**config.mk**
```make
export PLATFORM = sky130hd
export DESIGN_NAME = i2cs_sync_serial_slave
export DESIGN_NICKNAME = d
export VERILOG_FILES = /design/src/design/i2cs_pkg.sv /design/src/design/i2cs_sync_serial_slave.sv /design/src/design/i2cs_pin_sync.sv
export SDC_FILE = /design/constraint.sdc
export NUM_CORES = 1
export LEC_CHECK = 0
export ABC_AREA = 1
export CAP_MARGIN = 25
export CORE_MARGIN = 1
export CORE_UTILIZATION = 30
export CTS_CLUSTER_SIZE = 30
export DETAILED_ROUTE_END_ITERATION = 10
export DONT_BUFFER_PORTS = 1
export PLACE_DENSITY = 0.43
export SLEW_MARGIN = 20
export SYNTH_ARGS = -nofsm -noshare
export SYNTH_HDL_FRONTEND = slang
export SYNTH_SLANG_ARGS = --single-unit
```
**constraint.sdc**
```tcl
create_clock -name pclk -period 1.7 [get_ports pclk]
set_input_delay 0.17 -clock pclk [delete_from_list [all_inputs] [get_ports pclk]]
set_output_delay 0.17 -clock pclk [all_outputs]
set_load 0.02 [all_outputs]
```
**src/design/i2cs_pkg.sv**
```systemverilog
package i2cs_pkg;

    // ------------------------------------------------------------
    // register indices (byte address is four times the index)
    // ------------------------------------------------------------
    localparam int         ADDR_W     = 12;
    localparam logic [7:0] IDX_GIC    = 8'h0b;
    localparam logic [7:0] IDX_PFLAGS = 8'h0c;
    localparam logic [7:0] IDX_RBUF   = 8'h13;
    localparam logic [7:0] IDX_CTRL   = 8'h14;
    localparam logic [7:0] IDX_PDIR   = 8'h87;
    localparam logic [7:0] IDX_PEN    = 8'h8c;
    localparam logic [7:0] IDX_OADDR  = 8'h93;
    localparam logic [7:0] IDX_STAT   = 8'h94;

    // ------------------------------------------------------------
    // values after reset
    // ------------------------------------------------------------
    localparam logic [7:0] RST_GIC    = 8'h00;
    localparam logic [7:0] RST_PFLAGS = 8'h00;
    localparam logic [7:0] RST_RBUF   = 8'h00;
    localparam logic [7:0] RST_CTRL   = 8'h00;
    localparam logic [7:0] RST_PDIR   = 8'hff;
    localparam logic [7:0] RST_PEN    = 8'h00;
    localparam logic [7:0] RST_OADDR  = 8'h00;

    // ------------------------------------------------------------
    // field positions
    // ------------------------------------------------------------
    localparam int GIE_BIT     = 7;
    localparam int PEIE_BIT    = 6;
    localparam int IRQ_BIT     = 3;
    localparam int OV_BIT      = 6;
    localparam int EN_BIT      = 5;
    localparam int SCL_DIR_BIT = 3;
    localparam int SDA_DIR_BIT = 4;
    localparam int BF_BIT      = 0;
    localparam int UA_BIT      = 1;
    localparam int RW_BIT      = 2;
    localparam int S_BIT       = 3;
    localparam int P_BIT       = 4;
    localparam int DA_BIT      = 5;

    // ------------------------------------------------------------
    // port_mode_select codes and bus constants
    // ------------------------------------------------------------
    localparam logic [3:0] MODE_7BIT        = 4'h6;
    localparam logic [3:0] MODE_10BIT       = 4'h7;
    localparam logic [3:0] MODE_MASTER_IDLE = 4'hb;
    localparam logic [3:0] MODE_7BIT_SS     = 4'he;
    localparam logic [3:0] MODE_10BIT_SS    = 4'hf;
    localparam logic [4:0] TENBIT_PREFIX    = 5'h1e;
    localparam logic [3:0] BYTE_BITS        = 4'h8;
    localparam logic [3:0] ACK_CLOCK        = 4'h9;

    typedef enum logic [1:0] {SL_IDLE, SL_ADDR, SL_ADDR_LOW, SL_DATA} i2cs_slave_t;

    typedef struct packed {
        logic [7:0]  gic;
        logic [7:0]  pflags;
        logic [7:0]  rbuf;
        logic [7:0]  ctrl;
        logic [7:0]  pdir;
        logic [7:0]  pen;
        logic [7:0]  oaddr;
        logic [1:0]  smp_cke;
        logic        da;
        logic        stop_seen;
        logic        start_seen;
        logic        rw;
        logic        ua;
        logic        bf;
        logic [7:0]  sr;
        logic [3:0]  cnt;
        i2cs_slave_t state;
        logic        mine;
        logic        armed;
        logic        ack;
        logic        hold;
        logic        scl_oe;
        logic        sda_oe;
        logic        line_o;
        logic        irq;
        logic        pready;
        logic        pslverr;
        logic [31:0] prdata;
    } i2cs_state_t;

endpackage : i2cs_pkg

```
**src/design/i2cs_sync_serial_slave.sv**
```systemverilog
// Operation
// RL1: when enabled, wait for start, then shift eight bits into rx_shift_register
// RL2: sample each data bit on rising bus clock
// RL3: compare shift bits 7:1 with own address at eighth clock fall
// RL4: match with buffer-full and overflow clear: load buffer, set full, acknowledge
// RL5: set irq flag bit 3 at ninth clock fall; interrupt only if enabled
// RL6: buffer full or overflow: no transfer, no acknowledge, irq flag still set
// RL7: ten-bit first byte is 11110, two upper address bits, write bit
// RL8: each ten-bit address byte sets irq, full, update flag; address write releases (a high byte with the read bit leaves update clear)
// RL9: reading the receive buffer clears buffer-full
// RL10: software loads low then high address byte, reads buffer, clears flag
// RL11: remote master signals write in first ten-bit byte
// RL12: matching address with write bit clears rw status, loads buffer
// RL13: irq flag raised per data byte; software clears it
// RL14: start/stop seen cleared on reset or disable, updated on conditions
// RL15: firmware master takes bus on stop seen, or both bits clear
// RL16: master lines driven only low through direction bits 4:3
// RL17: master support sets irq on start, stop and every byte
// RL18: master works with slave active or mode 1011 keeping slave idle
// RL19: interrupt enabled while bus busy fires at the stop
// RL20: firmware checks data line when outputting high, releases on loss
// RL21: slave keeps receiving after lost arbitration and acknowledges if addressed
// RL22: software keeps sample-phase and clock-edge bits clear in two-wire mode
// RL23: start is data falling with clock high; stop is data rising
//
// Decided for this implementation: the APB slave port.
module i2cs_sync_serial_slave (
    input  wire logic        pclk,
    input  wire logic        presetn,
    input  wire logic        psel,
    input  wire logic        penable,
    input  wire logic        pwrite,
    input  wire logic [11:0] paddr,
    input  wire logic [31:0] pwdata,
    output logic      [31:0] prdata,
    output logic             pready,
    output logic             pslverr,
    input  wire logic        scl_in,
    output logic             scl_out,
    output logic             scl_oe,
    input  wire logic        sda_in,
    output logic             sda_out,
    output logic             sda_oe,
    output logic             irq
);

    // ------------------------------------------------------------
    // helpers
    // ------------------------------------------------------------
    // word-aligned decode; the two low address bits must be zero
    function automatic logic reg_hit(input logic [11:0] a, input logic [7:0] idx);
        reg_hit = (a[11:2] == {2'b00, idx}) && (a[1:0] == 2'b00);
    endfunction : reg_hit

    // anything outside the map answers with an error, writes dropped
    function automatic logic any_hit(input logic [11:0] a);
        any_hit = reg_hit(a, i2cs_pkg::IDX_GIC) || reg_hit(a, i2cs_pkg::IDX_PFLAGS)
               || reg_hit(a, i2cs_pkg::IDX_RBUF) || reg_hit(a, i2cs_pkg::IDX_CTRL)
               || reg_hit(a, i2cs_pkg::IDX_PDIR) || reg_hit(a, i2cs_pkg::IDX_PEN)
               || reg_hit(a, i2cs_pkg::IDX_OADDR) || reg_hit(a, i2cs_pkg::IDX_STAT);
    endfunction : any_hit

    i2cs_pkg::i2cs_state_t r;
    i2cs_pkg::i2cs_state_t n;
    logic                  scl_s;
    logic                  scl_p;
    logic                  sda_s;
    logic                  sda_p;
    logic                  scl_rise;
    logic                  scl_fall;
    logic                  start_det;
    logic                  stop_det;
    logic                  enabled;
    logic                  slave_on;
    logic                  tenbit;
    logic                  ss_irq;
    logic                  master_idle;
    logic                  acc;
    logic                  can_take;
    logic                  hi_match;
    logic [7:0]            stat_rd;

    // ------------------------------------------------------------
    // pin synchronisers
    // ------------------------------------------------------------
    i2cs_pin_sync u_scl_sync (
        .pclk    (pclk),
        .presetn (presetn),
        .din     (scl_in),
        .level   (scl_s),
        .prev    (scl_p)
    );

    i2cs_pin_sync u_sda_sync (
        .pclk    (pclk),
        .presetn (presetn),
        .din     (sda_in),
        .level   (sda_s),
        .prev    (sda_p)
    );

    // bus events and decoded mode
    assign scl_rise    = scl_s && !scl_p;
    assign scl_fall    = !scl_s && scl_p;
    assign start_det   = scl_s && scl_p && sda_p && !sda_s; // RL23
    assign stop_det    = scl_s && scl_p && !sda_p && sda_s; // RL23
    assign enabled     = r.ctrl[i2cs_pkg::EN_BIT];
    assign master_idle = r.ctrl[3:0] == i2cs_pkg::MODE_MASTER_IDLE;
    assign tenbit      = (r.ctrl[3:0] == i2cs_pkg::MODE_10BIT) || (r.ctrl[3:0] == i2cs_pkg::MODE_10BIT_SS);
    assign slave_on    = enabled && (tenbit || r.ctrl[3:0] == i2cs_pkg::MODE_7BIT
                                    || r.ctrl[3:0] == i2cs_pkg::MODE_7BIT_SS); // RL18
    assign ss_irq      = enabled && (master_idle || r.ctrl[3:0] == i2cs_pkg::MODE_7BIT_SS
                                    || r.ctrl[3:0] == i2cs_pkg::MODE_10BIT_SS);
    assign acc         = psel && penable && r.pready;
    assign can_take    = !r.bf && !r.ctrl[i2cs_pkg::OV_BIT];
    assign hi_match    = (r.sr[7:3] == i2cs_pkg::TENBIT_PREFIX) && (r.sr[2:1] == r.oaddr[2:1]); // RL7
    assign stat_rd     = {r.smp_cke, r.da, r.stop_seen, r.start_seen, r.rw, r.ua, r.bf};

    // ------------------------------------------------------------
    // next-state logic
    // ------------------------------------------------------------
    // software effects first, hardware sets after, so a set wins a clear
    always_comb begin
        n         = r;
        n.pready  = psel && penable && !r.pready;
        n.pslverr = psel && penable && !r.pready && !any_hit(paddr);
        // read data is registered, so pready waits one cycle for it
        if (psel && penable && !r.pready) begin
            n.prdata = 32'h0000_0000;
            if (reg_hit(paddr, i2cs_pkg::IDX_GIC))    n.prdata[7:0] = r.gic;
            if (reg_hit(paddr, i2cs_pkg::IDX_PFLAGS)) n.prdata[7:0] = r.pflags;
            if (reg_hit(paddr, i2cs_pkg::IDX_RBUF))   n.prdata[7:0] = r.rbuf;
            if (reg_hit(paddr, i2cs_pkg::IDX_CTRL))   n.prdata[7:0] = r.ctrl;
            if (reg_hit(paddr, i2cs_pkg::IDX_PDIR))   n.prdata[7:0] = r.pdir;
            if (reg_hit(paddr, i2cs_pkg::IDX_PEN))    n.prdata[7:0] = r.pen;
            if (reg_hit(paddr, i2cs_pkg::IDX_OADDR))  n.prdata[7:0] = r.oaddr;
            if (reg_hit(paddr, i2cs_pkg::IDX_STAT))   n.prdata[7:0] = stat_rd;
        end
        if (acc && pwrite) begin
            if (reg_hit(paddr, i2cs_pkg::IDX_GIC))    n.gic     = pwdata[7:0];
            if (reg_hit(paddr, i2cs_pkg::IDX_PFLAGS)) n.pflags  = pwdata[7:0]; // RL13
            if (reg_hit(paddr, i2cs_pkg::IDX_RBUF))   n.rbuf    = pwdata[7:0];
            if (reg_hit(paddr, i2cs_pkg::IDX_CTRL))   n.ctrl    = pwdata[7:0];
            if (reg_hit(paddr, i2cs_pkg::IDX_PDIR))   n.pdir    = pwdata[7:0];
            if (reg_hit(paddr, i2cs_pkg::IDX_PEN))    n.pen     = pwdata[7:0];
            if (reg_hit(paddr, i2cs_pkg::IDX_STAT))   n.smp_cke = pwdata[7:6];
            if (reg_hit(paddr, i2cs_pkg::IDX_OADDR)) begin
                n.oaddr = pwdata[7:0];
                n.ua    = 1'b0; // RL8
                n.hold  = 1'b0; // RL8
            end
        end
        if (acc && !pwrite && reg_hit(paddr, i2cs_pkg::IDX_RBUF)) begin
            n.bf = 1'b0; // RL9
        end

        // bus side
        if (!enabled) begin
            n.start_seen = 1'b0; // RL14
            n.stop_seen  = 1'b0; // RL14
            n.state      = i2cs_pkg::SL_IDLE;
            n.cnt        = 4'h0;
            n.ack        = 1'b0;
            n.hold       = 1'b0;
            n.armed      = 1'b0;
        end else if (start_det) begin
            n.start_seen = 1'b1; // RL14
            n.stop_seen  = 1'b0;
            n.cnt        = 4'h0;
            n.ack        = 1'b0;
            n.state      = slave_on ? i2cs_pkg::SL_ADDR : i2cs_pkg::SL_IDLE; // RL1
            if (ss_irq) n.pflags[i2cs_pkg::IRQ_BIT] = 1'b1; // RL17
        end else if (stop_det) begin
            n.stop_seen  = 1'b1; // RL14
            n.start_seen = 1'b0;
            n.state      = i2cs_pkg::SL_IDLE;
            n.ack        = 1'b0;
            n.armed      = 1'b0;
            if (ss_irq) n.pflags[i2cs_pkg::IRQ_BIT] = 1'b1; // RL19
        end else begin
            if (scl_rise && r.cnt < i2cs_pkg::ACK_CLOCK) begin
                n.cnt = r.cnt + 4'h1;
                if (r.cnt < i2cs_pkg::BYTE_BITS) n.sr = {r.sr[6:0], sda_s}; // RL2
            end
            // eighth clock fall: address compare and byte decision
            if (scl_fall && r.cnt == i2cs_pkg::BYTE_BITS) begin
                n.mine = r.state != i2cs_pkg::SL_IDLE;
                case (r.state)
                    i2cs_pkg::SL_ADDR: begin
                        n.da    = 1'b0;
                        n.state = i2cs_pkg::SL_IDLE;
                        if (tenbit && hi_match && (!r.sr[0] || r.armed)) begin
                            n.rw  = r.sr[0]; // RL11
                            n.bf  = 1'b1; // RL8
                            n.ack = can_take; // RL21
                            if (can_take) n.rbuf = r.sr;
                            if (!r.sr[0]) begin
                                n.ua    = 1'b1; // RL8
                                n.state = i2cs_pkg::SL_ADDR_LOW;
                            end
                        end else if (!tenbit && r.sr[7:1] == r.oaddr[7:1]) begin // RL3
                            n.rw = r.sr[0]; // RL12
                            if (can_take) begin
                                n.rbuf = r.sr; // RL4
                                n.bf   = 1'b1; // RL4
                                n.ack  = 1'b1; // RL4
                            end
                            if (!r.sr[0]) n.state = i2cs_pkg::SL_DATA;
                        end else begin
                            n.mine = 1'b0;
                        end
                    end
                    i2cs_pkg::SL_ADDR_LOW: begin
                        if (r.sr == r.oaddr) begin
                            n.ua    = 1'b1; // RL8
                            n.bf    = 1'b1; // RL8
                            n.ack   = can_take;
                            n.armed = 1'b1;
                            n.state = i2cs_pkg::SL_DATA;
                            if (can_take) n.rbuf = r.sr;
                        end else begin
                            n.state = i2cs_pkg::SL_IDLE;
                            n.mine  = 1'b0;
                        end
                    end
                    i2cs_pkg::SL_DATA: begin
                        n.da = 1'b1;
                        if (can_take) begin
                            n.rbuf = r.sr; // RL4
                            n.bf   = 1'b1;
                            n.ack  = 1'b1;
                        end else if (r.bf) begin
                            n.ctrl[i2cs_pkg::OV_BIT] = 1'b1; // RL6
                        end
                    end
                    default: n.mine = 1'b0;
                endcase
            end
            // ninth clock fall: end of byte
            if (scl_fall && r.cnt == i2cs_pkg::ACK_CLOCK) begin
                n.cnt = 4'h0;
                n.ack = 1'b0;
                if (r.mine || ss_irq) n.pflags[i2cs_pkg::IRQ_BIT] = 1'b1; // RL5
                if (r.ua) n.hold = 1'b1; // clock stretch until address reload
                n.mine = 1'b0;
            end
        end

        // slave parked outside slave modes; a transfer cut by a mode change is dropped
        if (!slave_on) begin
            n.state = i2cs_pkg::SL_IDLE; // RL18
            n.ack   = 1'b0;
        end

        // open-drain lines only ever pull low
        n.line_o = 1'b0;
        n.scl_oe = n.hold || !n.pdir[i2cs_pkg::SCL_DIR_BIT]; // RL16
        n.sda_oe = n.ack || !n.pdir[i2cs_pkg::SDA_DIR_BIT]; // RL16
        n.irq    = n.pflags[i2cs_pkg::IRQ_BIT] && n.pen[i2cs_pkg::IRQ_BIT]
                && n.gic[i2cs_pkg::PEIE_BIT] && n.gic[i2cs_pkg::GIE_BIT]; // RL5
    end

    // ------------------------------------------------------------
    // state register
    // ------------------------------------------------------------
    always_ff @(posedge pclk or negedge presetn) begin
        if (!presetn) begin
            r        <= '0;
            r.gic    <= i2cs_pkg::RST_GIC;
            r.pflags <= i2cs_pkg::RST_PFLAGS;
            r.rbuf   <= i2cs_pkg::RST_RBUF;
            r.ctrl   <= i2cs_pkg::RST_CTRL;
            r.pdir   <= i2cs_pkg::RST_PDIR;
            r.pen    <= i2cs_pkg::RST_PEN;
            r.oaddr  <= i2cs_pkg::RST_OADDR;
            r.state  <= i2cs_pkg::SL_IDLE;
        end else begin
            r <= n;
        end
    end

    // every output comes straight from the state register
    assign prdata  = r.prdata;
    assign pready  = r.pready;
    assign pslverr = r.pslverr;
    assign scl_out = r.line_o;
    assign sda_out = r.line_o;
    assign scl_oe  = r.scl_oe;
    assign sda_oe  = r.sda_oe;
    assign irq     = r.irq;
endmodule : i2cs_sync_serial_slave

```
**src/design/i2cs_pin_sync.sv**
```systemverilog
// ------------------------------------------------------------
// two-stage synchroniser plus one delayed copy for edge finding
// ------------------------------------------------------------
module i2cs_pin_sync (
    input  wire logic pclk,
    input  wire logic presetn,
    input  wire logic din,
    output logic      level,
    output logic      prev
);
    logic meta;

    // lines idle high, so reset to one to avoid a false edge
    always_ff @(posedge pclk or negedge presetn) begin
        if (!presetn) begin
            meta  <= 1'b1;
            level <= 1'b1;
            prev  <= 1'b1;
        end else begin
            meta  <= din;
            level <= meta;
            prev  <= level;
        end
    end
endmodule : i2cs_pin_sync

```
# After elaboration in Yosys (flattened, before gate mapping)
# Index checks and enable logic that the tools add are counted.
dict set report word_totals {
  elab_cells 257
  out_inout_bits 39
  register_bits 101
}
dict set report classes {
  mux 100
  addsub 1
  eq_ne 31
  n_bitwise 2
  n_lt_le_gt_ge 2
  reduce_logical 83
}
# cell count
set op_table {}
lappend op_table {{8-bit two-way mux} 24}
lappend op_table {{58-bit two-way mux} 1}
lappend op_table {{10-bit by 8-bit == test with 1-bit output (second input constant)} 4}
lappend op_table {{1-bit two-way mux} 40}
lappend op_table {{2-bit two-way mux} 19}
lappend op_table {{1-bit logical AND} 35}
lappend op_table {{8-bit one-hot mux with 3 select lines} 1}
lappend op_table {{10-bit by 4-bit == test with 1-bit output (second input constant)} 2}
lappend op_table {{10-bit by 5-bit == test with 1-bit output (second input constant)} 2}
lappend op_table {{4-bit == test (second input constant)} 5}
lappend op_table {{10-bit two-way mux} 2}
lappend op_table {{2-bit AND reduction} 9}
lappend op_table {{1-bit logical OR} 16}
lappend op_table {{14-bit two-way mux} 1}
lappend op_table {{1-bit zero test} 13}
lappend op_table {{12-bit two-way mux} 1}
lappend op_table {{6-bit two-way mux} 2}
lappend op_table {{3-bit by 1-bit != test with 1-bit output (second input constant)} 4}
lappend op_table {{5-bit AND reduction} 2}
lappend op_table {{1-bit one-hot mux with 3 select lines} 3}
lappend op_table {{4-bit by 3-bit == test with 1-bit output (second input constant)} 2}
lappend op_table {{8-bit == test} 1}
lappend op_table {{4-bit < comparator (second input constant)} 2}
lappend op_table {{4-bit AND reduction} 2}
lappend op_table {{other kinds (20)} 26}

# Logic depth before layout (Yosys ltp)
# Gate-level depths: netlist (run 1).
dict set report depth {
  ltp_word 14
  mapped_depth 14
  mapped_depth_nobuf 13
}

# Cells and area by module
# From an unflattened synthesis (run 1), not the netlist that was laid out.
dict set report hier_totals {
  cells_unflattened 726
  area_unflattened_um2 5574.1
}
# mod area_each_um2 cells_each n_inst
set by_module_without_submodules {}
lappend by_module_without_submodules {i2cs_sync_serial_slave 5416.4 720 1}
lappend by_module_without_submodules {i2cs_pin_sync 78.8 3 2}

# Worst setup path after synthesis (run 1)
# No wires, ideal clock.
dict set report synth_timing {
  path_kind {register to register}
  from {reg u_sda_sync.prev}
  to {reg r[101] (netlist bit)}
  period_less_slack_ns 1.704
  stages_incl_launch_ff 10
  setup_time_ns 0.120
  required_ns 1.580
  path_slack_ns -0.004
  path_buffers 0
  t_arrival_ns 1.584
  path_cell_list {dfstp_2 -> inv_1 -> nand4_1 -> nand2_1 -> nor2_2 -> nand2_1 -> a21oi_1 -> o21ai_2 -> o21ai_1 -> nand2_1}
}
# element line_no
set synth_rtl {}
lappend synth_rtl {{start, declared} i2cs_pin_sync.sv:9} ;# output logic prev
lappend synth_rtl {{start signal, assigned} i2cs_pin_sync.sv:22} ;# prev <= level;
lappend synth_rtl {{end signal, assigned} i2cs_sync_serial_slave.sv:278} ;# r <= n;
lappend synth_rtl {{end, declared} i2cs_sync_serial_slave.sv:63} ;# i2cs_pkg::i2cs_state_t r;

==> results.py, run 1 <==
metrics = {
    "die": {
        "rows": 50,
        "die_area_sq_um": 20300,
        "die_w_um": 142,
        "fp.coreArea_sq_um": 19000,
        "dieHeight_um": 142,
        "ios": 90,
        "start_util": 0.311,
    },
    "sta": {
        "clock_skew_ns": 0.00926,
        "fin_crit_sh": 0.997,
        "fin_ws_ns": 0.00446,
        "hold_viol": 101,
        "rsz0062_at_grt": "yes",
        "fmax_mhz": 590,
        "whs_ns": -0.496,
        "slew_violations": 0,
        "setup_violations": 0,
        "period_minus_slack_ns": 1.70,
    },
    "synth": {
        "ys_warn_count": 0,
        "synthArstFlopShare": 1.00,
        "synth-main-ff-cell": "dfrtp_1",
        "synth_area_sq_um": 5910,
        "synth_edf_count": 0,
        "synthCells": 788,
        "yosysSeqAreaShare": 0.431,
        "ys_types": 47,
        "synth_seq_cells": 101,
        "avgSynthCellArea_sq_um": 7.50,
    },
    "global_route": {
        "grt_start_max_net_pins": 102,
        "grt_usage": 0.186,
        "grt_pass1_vias": 5134,
        "antenna_found_initial": 0,
        "grt-ovfl-total": 0,
        "grt_pass1_wl_um": 28300,
    },
    "drt": {
        "wl_met1_um": 8710,
        "via_count": 5196,
        "route.met3.wl_um": 572,
        "ant_nets": 0,
        "drcViolationCount": 0,
        "drt_pre_antenna_iters": 5,
        "routed.top_layer": "met4",
        "wirelength_um": 18000,
        "routedWlPerCell_um": 15.7,
        "drt_iter0_markers": 369,
        "dr_wl_met2_um": 8490,
        "viasPerCell": 4.52,
    },
    "pwr": {
        "power_per_cell_area_nw_per_um2": 659,
        "power_leakage_nw": 3.81,
        "power_mw": 4.93,
        "vdd.ir_drop.worst_mv": 0.406,
    },
    "setup_path": {
        "path_cells": "buf_6, nand4_1, nand2_2, nor2_4, nand2_2, buf_6, inv_2, nand2_2, o311ai_1, nand2_1",
        "reg2reg_to": "r[56]$_DFF_PN0_",
        "ff2ff_setup_slack_ns": 0.004,
        "crit_top_cell": "nand2_2",
        "crit_family": "simple AND/OR/NAND/NOR gates",
        "cp_num_buf_inv": 3,
        "reg2regPathDepth": 10,
        "cp_max_fo": 8,
        "path_class": "flop to flop",
        "r2r_start": "u_sda_sync.level$_DFF_PN1_",
        "worstPathArrival_ns": 1.99,
        "cp_num_cells": 10,
        "crit_slowest_cell": "dfstp_2",
        "end_kind": "flop",
        "start_kind": "flop",
        "max_stage_delay_ns": 0.57,
        "crit_required_ns": 1.99,
    },
    "cts": {
        "cts_buffers": 9,
        "root_buffer": "clkbuf_16",
        "path_clk_slew_ns": 0.07,
        "cts_tree": "built",
        "cts.path.max_buffers": 2,
        "cts_sinks": 101,
        "h-tree-depth": 3,
        "clk_latency_ns": 0.36,
    },
    "layout": {
        "nets": 943,
        "drive_gt1_frac": 0.277,
        "final_cell_mix": "nand2_1 (205), buf_4 (96), inv_1 (89)",
        "fill_cells": 1981,
        "syn2layout_area_growth_pct": 26.6,
        "num_antenna_cells": 0,
        "layout_commonest_cell": "nand2_1",
    },
    "job": {
        "cap_violations": 0,
    },
    "place": {
        "port_buffers": 0,
        "dp_hpwl_um": 13600,
        "gp_congestion": 0.941,
        "dpl_worst_slack_ns": -0.0439,
    },
    "run_status": {
        "outcome": "complete, but fails checks",
        "violations": "negative hold slack",
    },
    "min_path": {
        "worstHoldPathType": "input pin to async pin",
    },
}
-- kinds of logic after synthesis --
group | after synthesis | synth area share
and+or+nand+nor | 384 | 0.296
buffers and inverters | 160 | 0.129
AOI/OAI and AO/OA | 128 | 0.117
DFF | 101 | 0.431
adders and majority gates | 8 | 0.0169
xor gates and xnor gates | 3 | 0.00445
muxes | 3 | 0.00508
other | 1 | 0.000635
-- synth_stat cells (2+ instances only) --
master	n	area [sq um]
nand2_1	226	848
inv_1	102	383
dfrtp_1	87	2180
o21ai_0	61	305
nor2_1	56	210
nand3_1	52	260
buf_4	35	263
a21oi_1	27	135
o21ai_1	22	110
dfstp_2	14	368
nand2_2	9	56.3
nand4_1	9	56.3
buf_2	8	40.0
ha_1	8	100
inv_2	6	22.5
nor2_4	6	67.6
o21ai_2	5	43.8
clkbuf_1	4	15.0
nand3b_1	4	30.0
nor2_2	4	25.0
nor3_1	4	20.0
mux2i_1	3	30.0
nor3_4	3	48.8
buf_6	2	22.5
nand2_4	2	22.5
nand3_2	2	20.0
nand3_4	2	35.0
o211ai_1	2	15.0
o21bai_1	2	15.0
o22ai_1	2	12.5
o311ai_0	2	17.5
xnor2_1	2	17.5
-- routing by layer --
metal / vias up / global-route usage
met4: 0 / 0.0453
met1: 2454 / 0.255
met3: 16 / 0.0286
met5: - / 0
met2: 96 / 0.307
li1: 2630 / -
-- flip-flops by register name, indices dropped and copies added (netlist names) --
name	count
irq	1
u_sda_sync.meta	1
pslverr	1
scl_oe	1
enabled	1
sda_oe	1
pready	1
r	81
u_scl_sync.level	1
u_scl_sync.prev	1
u_sda_sync.prev	1
prdata	8
u_sda_sync.level	1
u_scl_sync.meta	1
-- through the flow --
step | TNS (ns) | instance area [sq um] | hold WS [ns] | std cells | utilization
after floorplan | 0 | 6010 | -0.126 | 813 | -
after global placement | -0.0957 | 6680 | -0.121 | 1114 | 0.351
after detailed placement | -0.110 | 6680 | -0.121 | 1114 | 0.351
after CTS | -0.0535 | 7120 | -0.501 | 1138 | 0.374
after global routing | -0.575 | 7480 | -0.510 | 1149 | 0.393
final | 0 | 7480 | -0.496 | 1149 | 0.393
-- area by class of cell --
| class | instances | area (sq um) | area share |
|---|---|---|---|
| sequential | 101 | 2550 | 0.341 |
| inverter | 110 | 414 | 0.0554 |
| clock inverter | 5 | 83.8 | 0.0112 |
| timing repair buffer | 110 | 891 | 0.119 |
| tap | 260 | 325 | 0.0435 |
| clock buffer | 11 | 243 | 0.0324 |
| multi-input combinational | 552 | 2980 | 0.398 |
-- worst max-delay path by stage --
stage / startpoint / endpoint / slack [ns]
finish: u_sda_sync.level$_DFF_PN1_ / r[56]$_DFF_PN0_ / 0.004
global route: r[50]$_DFFE_PN0P_ / sda_oe$_DFF_PN0_ / -0.11
CTS: u_scl_sync.prev$_DFF_PN1_ / r[42]$_DFFE_PN0P_ / -0.02
detailed placement: u_scl_sync.prev$_DFF_PN1_ / r[101]$_DFF_PN0_ / -0.04
global placement: u_scl_sync.prev$_DFF_PN1_ / r[101]$_DFF_PN0_ / -0.05
floorplan: u_scl_sync.prev$_DFF_PN1_ / r[101]$_DFF_PN0_ / 0.03
-- power breakdown --
group          total (mW)  internal, mW  switching (mW)
Sequential           2.43          2.42         0.00976
Clock                2.26          1.33           0.929
Combinational       0.237        0.0684           0.169
-- what timing repair did --
item,4_1_cts,5_1_grt
cloned,0,0
resized for setup,10,90
buffers inserted,5,10
setup endpoints to repair,7,27
endpoints found under the hold margin,104,102
pin swaps,5,29
hold buffers,3,1
Power figures use the tool's default switching activity.
==> run 2, diff against run 1 <==
--- a/config.mk
+++ b/config.mk
@@ -5,14 +5,12 @@
 export SDC_FILE = /design/constraint.sdc
 export NUM_CORES = 1
 export LEC_CHECK = 0
-export ABC_AREA = 1
 export CAP_MARGIN = 25
 export CORE_MARGIN = 1
 export CORE_UTILIZATION = 30
 export CTS_CLUSTER_SIZE = 30
 export DETAILED_ROUTE_END_ITERATION = 10
 export DONT_BUFFER_PORTS = 1
-export PLACE_DENSITY = 0.43
 export SLEW_MARGIN = 20
 export SYNTH_ARGS = -nofsm -noshare
 export SYNTH_HDL_FRONTEND = slang
==> results.py, run 2 <==
metrics = {
    "die": {
        "dieHeight_um": 136,
        "fp.coreArea_sq_um": 17500,
        "ios": 90,
        "die_area_sq_um": 18600,
        "start_util": 0.310,
        "rows": 48,
        "die_w_um": 136,
    },
    "drt": {
        "routedWlPerCell_um": 19.5,
        "drt_pre_antenna_iters": 7,
        "drt_iter0_markers": 390,
        "viasPerCell": 5.23,
        "wirelength_um": 16400,
        "ant_nets": 0,
        "drcViolationCount": 0,
        "via_count": 4406,
    },
    "sta": {
        "period_minus_slack_ns": 1.87,
        "clock_skew_ns": 0.00929,
        "fin_crit_sh": 1.10,
        "fmax_mhz": 534,
        "whs_ns": -0.490,
        "fin_ws_ns": -0.171,
        "slew_violations": 0,
        "hold_viol": 101,
        "rsz0062_at_grt": "yes",
        "setup_violations": 19,
    },
    "layout": {
        "largest_reg_flops": 81,
        "syn2layout_area_growth_pct": 30.1,
        "nets": 672,
        "regMostFlops": "r",
        "layout_commonest_cell": "buf_4",
        "fin_cells": 843,
        "final_cell_mix": "buf_4 (89), dfrtp_1 (86), nand2_1 (43)",
        "drive_gt1_frac": 0.405,
        "num_antenna_cells": 0,
    },
    "cts": {
        "holdBufCountCts": 10,
        "path_clk_slew_ns": 0.07,
        "cts_tree": "built",
        "root_buffer": "clkbuf_16",
        "clk_latency_ns": 0.35,
        "cts.path.max_buffers": 2,
        "h-tree-depth": 3,
        "cts_buffers": 9,
        "cts_sinks": 101,
    },
    "setup_path": {
        "max_stage_delay_ns": 0.42,
        "path_class": "flop to flop",
        "worstPathArrival_ns": 2.11,
        "crit_slowest_cell": "dfrtp_1",
        "cp_max_fo": 5,
        "crit_required_ns": 1.94,
        "end_kind": "flop",
        "path_cells": "xor2_2, or2_4, or3_4, a21oi_4, mux2_4",
        "start_kind": "flop",
    },
    "pwr": {
        "power_per_cell_area_nw_per_um2": 679,
        "pwr-share-comb": 0.049,
        "pwr-share-clk": 0.443,
        "switching_share": 0.229,
        "seqPwrFrac": 0.508,
        "power_leakage_nw": 3.28,
        "vdd.ir_drop.worst_mv": 0.504,
        "p_int_mw": 3.69,
        "switchingPower_mw": 1.10,
    },
    "global_route": {
        "grt_start_max_net_pins": 102,
        "grt_usage": 0.184,
        "antenna_found_initial": 0,
        "grt_pass1_wl_um": 25300,
        "grt_pass1_vias": 4435,
        "grt-ovfl-total": 0,
    },
    "synth": {
        "synth_seq_cells": 101,
        "ys_warn_count": 0,
        "ys_types": 69,
        "synth_edf_count": 0,
        "synth_area_leaders": "dfrtp_1 (40%), mux2_2 (12%), dfstp_2 (6.8%)",
        "synthTopCellsByCount": "dfrtp_1 (87), mux2_2 (57), nand2_1 (48)",
        "synthArstFlopShare": 1.00,
        "yosysMostFrequentCell": "dfrtp_1",
        "synth-main-ff-cell": "dfrtp_1",
        "avgSynthCellArea_sq_um": 10.5,
        "synth_area_sq_um": 5420,
        "synthCells": 515,
        "netlist.area_leader.share": 0.402,
        "yosysSeqAreaShare": 0.470,
        "synth_area_leader_cell": "dfrtp_1",
    },
    "min_path": {
        "worstHoldPathType": "input pin to async pin",
    },
    "place": {
        "dp_hpwl_um": 11700,
        "port_buffers": 0,
        "dp_cells": 807,
        "gp_congestion": 0.908,
    },
    "run_status": {
        "outcome": "complete, but fails checks",
        "violations": "negative hold slack, negative setup slack",
    },
    "job": {
        "cap_violations": 0,
    },
}
==> run 2: cell types whose count changed after synthesis, moves of 9 or more <==
cell	delta
nand3_1	-37
nor3_1	+10
nor2_1	-27
mux2_2	+57
o21ai_0	-28
o21ai_1	-21
a22oi_1	+14
inv_1	-90
nand2_1	-178
a21oi_1	-9
==> run 2: layer usage <==
layer / routed length, um / share of wire / GRT usage
met3: 944 / 0.057 / 0.0328
met5: 0 / 0 / 0
met4: 452 / 0.027 / 0.0722
met2: 7750 / 0.47 / 0.289
met1: 7290 / 0.44 / 0.249
==> run 2: stage by stage <==
step	power (mW)	utilization	TNS (ns)	instance area, sq um	setup slack (ns)
after CTS	4.81	0.388	-1.72	6790	-0.195
final	4.78	0.403	-1.82	7050	-0.171
after floorplan	2.65	-	-3.03	5610	-0.185
after global routing	4.93	0.403	-3.22	7050	-0.242
after detailed placement	2.65	0.359	-8.44	6270	-0.247
after global placement	2.65	0.359	-6.63	6270	-0.208
==> run 2: final timing paths <==
kind,from,to,slack (ns),depth (start not counted)
min reg2reg,u_sda_sync.meta$_DFF_PN1_,u_sda_sync.level$_DFF_PN1_,0.36,0
max,r[65]$_DFFE_PN0P_,r[58]$_DFFE_PN0P_,-0.17,5
min in group pclk,pwdata[4],r[84]$_DFF_PN1_,0.03,1
max reg2reg,r[65]$_DFFE_PN0P_,r[58]$_DFFE_PN0P_,-0.17,5
min,presetn,r[44]$_DFFE_PN0P_,-0.49,0
max in group asynchronous,presetn,r[86]$_DFFE_PN1P_,1.95,0
==> run 2: what timing repair did <==
action,CTS,global route
pin swaps,11,17
resized for setup,23,50
hold endpoints to repair,151,101
buffers inserted,4,7
endpoints found under the setup margin,28,38
==> run 2: logic make-up (layout without fill, tap and decap cells) <==
kind of cell	Yosys count	after routing	synth area share
compound gates	116	116	0.147
xor+xnor	9	9	0.0146
fa+ha+maj	8	8	0.0185
buf+inv	62	140	0.0695
flops	101	101	0.470
mux	63	63	0.130
other cells	1	26	0.000692
simple gates	155	155	0.150
==> run 2: area by class of cell <==
cell class / instances / area [sq um]
sequential: 101 / 2550
clock buffer: 11 / 243
inverter: 12 / 45.0
fill: 1648 / 10400
multi-input combinational: 377 / 2920
clock inverter: 5 / 60.1
tap: 225 / 282
timing repair buffer: 112 / 950
==> run 2: power by group through the flow <==
stage	Clock, mW	Combinational (mW)	Sequential, mW
6_report	2.12	0.235	2.43
5_1_grt	2.25	0.253	2.43
3_3_place_gp	0	0.173	2.47
2_1_floorplan	0	0.173	2.48
3_5_place_dp	0	0.176	2.47
4_1_cts	2.16	0.225	2.43
==> run 2: worst max-delay path, delay by kind of cell, from the launching register on <==
kind,cells,cell delay [ns]
compound gates,1,0.14
xor+xnor,1,0.21
flops,1,0.42
mux,1,0.31
simple gates,2,0.68
==> run 3, diff against run 2 <==
--- a/config.mk
+++ b/config.mk
@@ -8,6 +8,7 @@
 export CAP_MARGIN = 25
 export CORE_MARGIN = 1
 export CORE_UTILIZATION = 30
+export CTS_BUF_LIST = sky130_fd_sc_hd__clkbuf_8
 export CTS_CLUSTER_SIZE = 30
 export DETAILED_ROUTE_END_ITERATION = 10
 export DONT_BUFFER_PORTS = 1
==> results.py, run 3 (same netlist as run 2, synthesis figures left out) <==
metrics = {
    "run_status": {
        "outcome": "complete, but fails checks",
        "violations": "negative hold slack, negative setup slack",
    },
    "layout": {
        "fin_cells": 847,
        "syn2layout_area_growth_pct": 29.3,
        "regMostFlops": "r",
        "nets": 676,
        "final-seq-area_sq_um": 2550,
        "layout_commonest_cell": "buf_4",
        "num_antenna_cells": 0,
        "drive_gt1_frac": 0.415,
        "multiInputGateArea_sq_um": 2940,
        "largest_reg_flops": 81,
        "fill_cells": 1662,
        "final_cell_mix": "buf_4 (92), dfrtp_1 (86), mux2_2 (41)",
    },
    "setup_path": {
        "reg2reg_to": "sda_oe$_DFF_PN0_",
        "end_kind": "flop",
        "path_class": "flop to flop",
        "start_kind": "flop",
        "r2r_start": "r[51]$_DFFE_PN0P_",
        "ff2ff_setup_slack_ns": -0.19,
        "crit_required_ns": 1.98,
        "reg2regPathDepth": 7,
        "cp_max_fo": 3,
        "worstPathArrival_ns": 2.17,
    },
    "pwr": {
        "power_per_cell_area_nw_per_um2": 610,
        "power_leakage_nw": 3.27,
        "vdd.ir_drop.worst_mv": 0.394,
    },
    "cts": {
        "root_buffer": "clkbuf_8",
        "cts_tree": "built",
        "clk_latency_ns": 0.38,
        "cts_sinks": 101,
        "path_clk_slew_ns": 0.10,
        "cts.path.max_buffers": 2,
        "cts_buffers": 9,
        "h-tree-depth": 3,
    },
    "sta": {
        "period_minus_slack_ns": 1.89,
        "setup_violations": 19,
        "rsz0062_at_grt": "yes",
        "clock_skew_ns": 0.0137,
        "whs_ns": -0.525,
        "hold_viol": 101,
        "fin_ws_ns": -0.191,
        "fin_crit_sh": 1.11,
        "fmax_mhz": 529,
        "slew_violations": 0,
    },
    "drt": {
        "drt_pre_antenna_iters": 5,
        "ant_nets": 0,
        "viasPerCell": 5.19,
        "drt_iter0_markers": 313,
        "wirelength_um": 16400,
        "via_count": 4396,
        "routedWlPerCell_um": 19.3,
        "drcViolationCount": 0,
    },
    "global_route": {
        "grt_pass1_vias": 4417,
        "grt_pass1_wl_um": 25200,
        "grt-ovfl-total": 0,
        "antenna_found_initial": 0,
        "grt_usage": 0.183,
        "grt_start_max_net_pins": 102,
    },
    "job": {
        "cap_violations": 0,
    },
    "die": {
        "start_util": 0.310,
        "die_w_um": 136,
        "die_area_sq_um": 18600,
        "fp.coreArea_sq_um": 17500,
        "dieHeight_um": 136,
        "ios": 90,
        "rows": 48,
    },
    "place": {
        "dp_cells": 807,
        "gp_congestion": 0.908,
        "port_buffers": 0,
        "dp_hpwl_um": 11700,
        "dpl_worst_slack_ns": -0.247,
    },
    "min_path": {
        "worstHoldPathType": "input pin to async pin",
    },
}
run 3: changes by cell type in the layout (fill, tap and decap cells not counted), sizes merged:
cell         previous run  this run
buf                   102       104
clkbuf                 11        10
dlygate4sd3            10        12
inv                    12        13
run 3: worst max-delay path, cell delays in order, from the launching register on:
cell and delay (ns):
dfrtp_1 0.41, buf_4 0.16, xnor2_2 0.14, nor4bb_4 0.16
and3_1 0.16, a311o_1 0.34, a41o_1 0.29, nand2b_4 0.14
run 3: timing repair:
| item | CTS | global route |
|---|---|---|
| endpoints found under the setup margin | 28 | 38 |
| pin swaps | 9 | 23 |
| resized for setup | 21 | 56 |
| hold buffers | 11 | 1 |
| buffers inserted | 5 | 8 |
| endpoints found under the hold margin | 155 | 102 |
run 3: final cells by class:
| class | instances | share of cell area |
|---|---|---|
| multi-input combinational | 377 | 0.419 |
| clock inverter | 6 | 0.00912 |
| tap | 225 | 0.0402 |
| timing repair buffer | 116 | 0.141 |
| clock buffer | 10 | 0.0197 |
| sequential | 101 | 0.364 |
| inverter | 12 | 0.00643 |
run 3: worst max-delay path by stage:
stage | start | end | slack (ns) | depth (start not counted)
detailed placement | r[90]$_DFFE_PN0P_ | r[58]$_DFFE_PN0P_ | -0.25 | 5
CTS | r[66]$_DFFE_PN0P_ | r[58]$_DFFE_PN0P_ | -0.19 | 5
global route | r[51]$_DFFE_PN0P_ | r[58]$_DFFE_PN0P_ | -0.25 | 5
finish | r[51]$_DFFE_PN0P_ | sda_oe$_DFF_PN0_ | -0.19 | 7
floorplan | paddr[11] | r[98]$_DFF_PN0_ | -0.19 | 7
global placement | r[42]$_DFFE_PN0P_ | r[102]$_DFF_PN0_ | -0.21 | 7
run 3: power by group:
group	switching [mW]	internal, mW
clock	0.878	0.719
combinational	0.154	0.0904
sequential	0.00938	2.42
run 3: per-stage QoR:
| stage | hold slack [ns] | power (mW) | instance area, sq um | util | setup TNS (ns) |
|---|---|---|---|---|---|
| after floorplan | -0.126 | 2.65 | 5610 | - | -3.03 |
| after global placement | -0.120 | 2.65 | 6270 | 0.359 | -6.63 |
| after detailed placement | -0.120 | 2.65 | 6270 | 0.359 | -8.44 |
| after CTS | -0.546 | 4.29 | 6700 | 0.383 | -1.91 |
| after global routing | -0.547 | 4.41 | 7000 | 0.401 | -3.70 |
| final | -0.525 | 4.27 | 7000 | 0.401 | -1.94 |
run 3: layer usage:
layer  global-route usage  wire length [um]  up-vias
met2                0.288              7680      163
met5                    0                 0        -
met4               0.0660               401        0
met3               0.0350               794       28
li1                     -                 -     2003
met1                0.247              7490     2202
